===== src/core/dpsf_pkg.sv =====
// Package: types and constants for the semaphore port controller
package dpsf_pkg;
  localparam int          DPSF_DW        = 9;
  localparam int          DPSF_AW        = 3;
  localparam int          DPSF_NFLAGS    = 8;
  localparam int          DPSF_CLK_NS    = 50;
  localparam int          DPSF_SETUP_NS  = 100;
  localparam int          DPSF_STROBE_NS = 100;
  localparam int          DPSF_GAP_NS    = 100;
  localparam logic [3:0]  DPSF_SETUP_CYC =
    4'((DPSF_SETUP_NS + DPSF_CLK_NS - 1) / DPSF_CLK_NS);
  localparam logic [3:0]  DPSF_STROBE_CYC =
    4'((DPSF_STROBE_NS + DPSF_CLK_NS - 1) / DPSF_CLK_NS);
  localparam logic [3:0]  DPSF_GAP_CYC =
    4'((DPSF_GAP_NS + DPSF_CLK_NS - 1) / DPSF_CLK_NS);
  localparam logic [3:0]  DPSF_CNT_RST   = 4'h0;
  localparam logic [2:0]  DPSF_IDX_RST   = 3'h0;
  localparam logic [2:0]  DPSF_IDX_LAST  = 3'h7;
  localparam int          DPSF_REQ_BIT   = 0;

  typedef enum logic [2:0] {
    DPSF_IDLE  = 3'h0,
    DPSF_SETUP = 3'h1,
    DPSF_PULSE = 3'h3,
    DPSF_GAP   = 3'h2,
    DPSF_DONE  = 3'h6
  } dpsf_state_t;

  typedef enum logic [1:0] {
    DPSF_OP_READ    = 2'h0,
    DPSF_OP_ACQUIRE = 2'h1,
    DPSF_OP_RELEASE = 2'h2,
    DPSF_OP_INIT    = 2'h3
  } dpsf_op_t;

  // Pins toward one port of the device
  typedef struct packed {
    logic               flag_space_select_n;
    logic               write_n;
    logic               read_enable_n;
    logic [DPSF_AW-1:0] addr;
    logic [DPSF_DW-1:0] dq_o;
    logic               dq_oe_n;
  } dpsf_pins_t;

  typedef struct packed {
    logic     valid;
    dpsf_op_t op;
    logic [DPSF_AW-1:0] flag;
  } dpsf_cmd_t;

  typedef struct packed {
    logic     done;
    logic     granted;
    logic     flag_value;
  } dpsf_rsp_t;
endpackage : dpsf_pkg


===== src/core/dpsf_sync.sv =====
// Two flip-flop synchroniser for the data pins
`timescale 1ns/1ns
module dpsf_sync
  import dpsf_pkg::*;
#(
  parameter int W = 1
) (
  input  wire logic         clk_sys_in,
  input  wire logic         nrst_in,
  input  wire logic [W-1:0] async_in,
  output logic      [W-1:0] sync_out
);
  logic [W-1:0] meta_q;

  always_ff @(posedge clk_sys_in or negedge nrst_in) begin
    if (!nrst_in) begin
      meta_q   <= '0;
      sync_out <= '0;
    end else begin
      meta_q   <= async_in;
      sync_out <= meta_q;
    end
  end
endmodule : dpsf_sync


===== src/core/dpsf_host.sv =====
// Host controller driving one port of the semaphore flags
`timescale 1ns/1ns
// What this block does
// - Poller drops select or output enable between reads.
// - Acquire is write zero then read back, never read first.
// - After failure keep reading or write one to withdraw.
// - Software writes one to every flag from both ports at start; the init op here sweeps this port's eight flags only.
// - Select low marks flag access; three low address bits pick flag.
// - Flags active low: zero requests, one releases.
module dpsf_host
  import dpsf_pkg::*;
(
  input  wire logic               clk_sys_in,
  input  wire logic               nrst_in,
  input  wire dpsf_cmd_t          cmd_in,
  input  wire logic [DPSF_DW-1:0] dq_in,
  output dpsf_pins_t              pins_out,
  output dpsf_rsp_t               rsp_out,
  output logic                    busy_out
);
  typedef struct packed {
    dpsf_state_t        st;
    dpsf_op_t           op;
    logic [DPSF_AW-1:0] flag;
    logic               is_read;
    logic [3:0]         cnt;
    dpsf_pins_t         pins;
    dpsf_rsp_t          rsp;
    logic               busy;
  } dpsf_host_t;

  dpsf_host_t s_q;
  dpsf_host_t s_d;
  logic [DPSF_DW-1:0] dq_sync;

  dpsf_sync #(.W(DPSF_DW)) u_sync (
    .clk_sys_in (clk_sys_in),
    .nrst_in    (nrst_in),
    .async_in   (dq_in),
    .sync_out   (dq_sync)
  );

  function automatic dpsf_pins_t idle_pins();
    dpsf_pins_t p;
    p = '{flag_space_select_n: 1'b1, write_n: 1'b1, read_enable_n: 1'b1,
          addr: '0, dq_o: '1, dq_oe_n: 1'b1};
    return p;
  endfunction : idle_pins

  always_comb begin
    s_d          = s_q;
    s_d.rsp.done = 1'b0;
    case (s_q.st)
      DPSF_IDLE: begin
        s_d.pins = idle_pins();
        if (cmd_in.valid) begin
          s_d.op        = cmd_in.op;
          s_d.flag      = (cmd_in.op == DPSF_OP_INIT) ? DPSF_IDX_RST
                                                      : cmd_in.flag;
          // Acquire writes first, reads back afterward
          s_d.is_read   = (cmd_in.op == DPSF_OP_READ);
          s_d.busy      = 1'b1;
          s_d.cnt       = DPSF_CNT_RST;
          s_d.st        = DPSF_SETUP;
        end
      end
      DPSF_SETUP: begin
        s_d.pins.flag_space_select_n = 1'b0;
        s_d.pins.addr                = s_q.flag;
        // Zero requests, one releases, driven on all nine data bits
        s_d.pins.dq_o    = (s_q.op == DPSF_OP_ACQUIRE) ? '0 : '1;
        s_d.pins.dq_oe_n = s_q.is_read;
        s_d.cnt          = s_q.cnt + 4'h1;
        if (s_q.cnt + 4'h1 >= DPSF_SETUP_CYC) begin
          s_d.cnt = DPSF_CNT_RST;
          s_d.st  = DPSF_PULSE;
          if (s_q.is_read) s_d.pins.read_enable_n = 1'b0;
          else s_d.pins.write_n = 1'b0;
        end
      end
      DPSF_PULSE: begin
        s_d.cnt = s_q.cnt + 4'h1;
        if (s_q.cnt + 4'h1 >= DPSF_STROBE_CYC) begin
          s_d.cnt = DPSF_CNT_RST;
          // Drop select and enables so the next read refreshes
          s_d.pins = idle_pins();
          s_d.st   = DPSF_GAP;
        end
      end
      DPSF_GAP: begin
        s_d.cnt = s_q.cnt + 4'h1;
        // Synchroniser output here was sampled mid strobe
        if (s_q.is_read && s_q.cnt == DPSF_CNT_RST) begin
          s_d.rsp.flag_value = dq_sync[DPSF_REQ_BIT];
          s_d.rsp.granted    = ~dq_sync[DPSF_REQ_BIT];
        end
        if (s_q.cnt + 4'h1 >= DPSF_GAP_CYC) begin
          s_d.cnt = DPSF_CNT_RST;
          s_d.st  = DPSF_DONE;
          if (s_q.op == DPSF_OP_ACQUIRE && !s_q.is_read) begin
            s_d.is_read = 1'b1;
            s_d.st      = DPSF_SETUP;
          end else if (s_q.op == DPSF_OP_INIT &&
                       s_q.flag != DPSF_IDX_LAST) begin
            s_d.flag = s_q.flag + 3'h1;
            s_d.st   = DPSF_SETUP;
          end
        end
      end
      DPSF_DONE: begin
        if (s_q.op != DPSF_OP_READ && s_q.op != DPSF_OP_ACQUIRE) begin
          s_d.rsp.granted    = 1'b0;
          s_d.rsp.flag_value = 1'b1;
        end
        s_d.rsp.done = 1'b1;
        s_d.busy     = 1'b0;
        s_d.st       = DPSF_IDLE;
      end
      default: begin
        s_d.st   = DPSF_IDLE;
        s_d.pins = idle_pins();
        s_d.busy = 1'b0;
      end
    endcase
  end

  always_ff @(posedge clk_sys_in or negedge nrst_in) begin
    if (!nrst_in) begin
      s_q <= '{st: DPSF_IDLE, op: DPSF_OP_READ, flag: DPSF_IDX_RST,
               is_read: 1'b0, cnt: DPSF_CNT_RST,
               pins: '{flag_space_select_n: 1'b1, write_n: 1'b1,
                       read_enable_n: 1'b1, addr: 3'h0,
                       dq_o: 9'h1FF, dq_oe_n: 1'b1},
               rsp: '{done: 1'b0, granted: 1'b0, flag_value: 1'b1},
               busy: 1'b0};
    end else begin
      s_q <= s_d;
    end
  end

  assign pins_out = s_q.pins;
  assign rsp_out  = s_q.rsp;
  assign busy_out = s_q.busy;
endmodule : dpsf_host


===== config.mk =====
export PLATFORM = sky130hd
export DESIGN_NAME = dpsf_host
export DESIGN_NICKNAME = d
export VERILOG_FILES = /design/src/core/dpsf_pkg.sv /design/src/core/dpsf_sync.sv /design/src/core/dpsf_host.sv
export SDC_FILE = /design/constraint.sdc
export NUM_CORES = 1
export LEC_CHECK = 0
export ABC_CLOCK_PERIOD_IN_PS = 2400
export BUFFER_PORTS_ARGS = -buffer_cell sky130_fd_sc_hd__buf_2
export CAP_MARGIN = 20
export CORE_ASPECT_RATIO = 0.75
export CORE_MARGIN = 10
export CORE_UTILIZATION = 55
export DETAILED_ROUTE_END_ITERATION = 6
export PLACE_DENSITY = 0.8
export SYNTH_ARGS = -nofsm -noshare
export SYNTH_HDL_FRONTEND = slang
export SYNTH_HIERARCHICAL = 1
export SYNTH_SLANG_ARGS = --single-unit

===== constraint.sdc =====
create_clock -name clk_sys_in -period 2.4 [get_ports clk_sys_in]
set_input_delay 0.24 -clock clk_sys_in [delete_from_list [all_inputs] [get_ports clk_sys_in]]
set_output_delay 0.24 -clock clk_sys_in [all_outputs]
set_load 0.03 [all_outputs]

==> results.md <==
- Via count: 1107
- FF-to-FF setup slack: between 150 and 200 ps
- Number of buffers added on ports: 28
- Hold path start: cmd_in[4]
- Worst Setup Path Type: reg -> reg
- Worst Hold Depth: 2
- Cell family with most CP delay: simple AND/OR/NAND/NOR gates
- GRT Total Usage: 0.120
- Final setup violation count: 0
- Power density over the cells: about 1400 nW/µm²
- Worst-Margin Slew: 584 ps
- Die Wd: between 80 and 90 µm
- R2r worst-path depth: 7
- Outcome: complete, no violations
- Starting density of the core: 0.574
- CTS Root Cell: clkbuf_4
- Final Power: 2.23 mW
- RD Place Congestion: between 0.8 and 0.9
- First-pass GRT wire length: slightly above 5000 µm
- Setup crit end kind: flop
- Routed Antenna Nets: 0
- Maximum VDD drop: between 0.6 and 0.7 mV
- Largest net degree at the start of global routing: 28
- DRT Pass-1 Iters: 4
- Setup Fix Bufs, Post-CTS: 0
- Clk_lat worst skew: around 350 ps
- Drt drc: 0
- Syn avg cell area: 10.1 µm²
- Die ar.: about 5200 µm²
- Period utilisation layout: 0.923
- Layout cells sized above 1: 0.306
- Startpoint types: flop
- Synthesized instance count: 148
- Max Fclk: roughly 450 MHz
- Nets: between 150 and 200
- WP data required: 2640 ps
- Buffers & Inverters on Critical Path: 1
- Clock Path Buffers: 2
- CP Cell Sequence: inv_1 -> ha_1 -> nor2_1 -> and3b_4 -> a41oi_2 -> o311ai_4 -> mux2_2
- Post-route setup TNS: 0 ps
- Max Cap Violations: 0
- Core area: between 2000 and 3000 µm²
- Unrepaired setup endpoints after global routing: false
- Slew Viols, Final: 0
- Final core utilization: 0.607
- Worst Hold Path EP: s_q[29]$_DFFE_PN0P_
- Mapped Area: 1490 µm²
- Syn_nets: 170
- Slowest CP cell: dfrtp_1
- Vias in the first global route: 1136
- Antenna violations before repair: 0
- Routed wire length: just under 3000 µm
- Final min period: 2220 ps
- LEAKAGE: roughly 0.72 nW
- Dpl cell area: ~1500 µm²
- RR Endpoint: s_q[27]$_DFFE_PN0P_
- Via-to-Cell Ratio: about 5.6
- Die Y: 65.1 µm
- Worst relative slew slack: 0.611
- Yosys warns: 6
- Clk slew on worst S/H paths: about 140 ps
- Worst min path class: in -> reg
- Post-DP HPWL: 2220 µm
- Critical R2R Launch: s_q[20]$_DFFE_PN0P_
- Htree depth: 1
- CP Data Arrival Time: 2460 ps
- FP Rows: 16
- Clk_skew: roughly 14 ps
- Worst-path maximum fanout: 8
- CP max stage delay: between 400 and 500 ps
- Ant. Diodes: 0
- Final Hold Slack: 151 ps
- Wirelength per Cell: ~15 µm
- Clock sink total: 27
- Finished Cell Area: 1580 µm²
- Congestion Overflow GR: 0
- Hold Fails Final Rpt: 0
- TritonCTS Buffers: 3
- CTS tree: built
- Detailed Route Iter0 Violations: 82
- IO Count: 37
- Area growth syn-to-layout: 5.87%
[how the worst max path moves through the flow]
stage | start | endpoint | slack, ps | cells after the start
floorplan | s_q[20]$_DFFE_PN0P_ | s_q[26]$_DFFE_PN0P_ | 430 | 7
global placement | s_q[20]$_DFFE_PN0P_ | s_q[26]$_DFFE_PN0P_ | 320 | 7
detailed placement | s_q[20]$_DFFE_PN0P_ | s_q[27]$_DFFE_PN0P_ | 220 | 7
CTS | s_q[20]$_DFFE_PN0P_ | s_q[27]$_DFFE_PN0P_ | 180 | 7
global route | s_q[20]$_DFFE_PN0P_ | s_q[27]$_DFFE_PN0P_ | 60 | 7
finish | s_q[20]$_DFFE_PN0P_ | s_q[27]$_DFFE_PN0P_ | 180 | 7
[layout by cell type (no fill, tap or decap), types with 2 or more instances in the layout]
cell           instances
nor3_1                 5
nor2b_1                3
a22o_1                 2
dfrtp_1               21
clkbuf_4               3
a21oi_1                5
a32o_1                 3
buf_4                  2
mux2_2                 4
a211oi_1               2
nand2b_1               2
and3_1                 2
o32a_1                 2
o211ai_1               2
inv_1                  9
a32oi_1                2
dfstp_2                6
nand2_1                9
buf_2                 28
nand3_1                2
nor2_1                15
ha_1                   5
dlygate4sd3_1          2
o21ai_0                8
[cell type report]
type,count,area [µm²]
fill,235,1020
sequential,27,683
multi-input combinational,88,613
timing repair buffer,32,175
tap,36,45.0
inverter,9,33.8
clock buffer,3,22.5
clock inverter,1,7.51
[flip-flops by register name (all words and copies together) (netlist names)]
register and flops:
s_q 13, rsp_out 3, busy_out 1, u_sync/sync_out 1
pins_out 8, u_sync/meta_q 1
[metrics by stage]
step | cells | worst slack, ps
2_1_floorplan | 148 | 429
3_3_place_gp | 190 | 316
3_5_place_dp | 190 | 224
4_1_cts | 196 | 184
5_1_grt | 196 | 57.3
6_report | 196 | 184
[worst register-to-register path, cell delays in order, from the launching register on]
cell and delay (ps):
dfrtp_1 440, inv_1 80, ha_1 300, nor2_1 220, and3b_4 240, a41oi_2 90, o311ai_4 360, mux2_2 380
[timing repair]
action | CTS | global route
hold endpoints to repair | 22 | 0
resized for setup | 0 | 0
hold buffers | 2 | 0
[routing by layer]
metal,global-route usage,share of wire,vias to the layer above
met4,0.0439,0.012,0
met1,0.131,0.43,535
met3,0.0503,0.093,5
li1,-,-,532
met2,0.203,0.47,35
met5,0,0,-
[power by group]
| part | internal [mW] | switching, mW | total [mW] |
|---|---|---|---|
| Clock | 0.0642 | 0.147 | 0.211 |
| Combinational | 0.429 | 0.766 | 1.20 |
| Sequential | 0.640 | 0.182 | 0.822 |
| Total | 1.13 | 1.10 | 2.23 |
(Power assumes the default switching activity.)
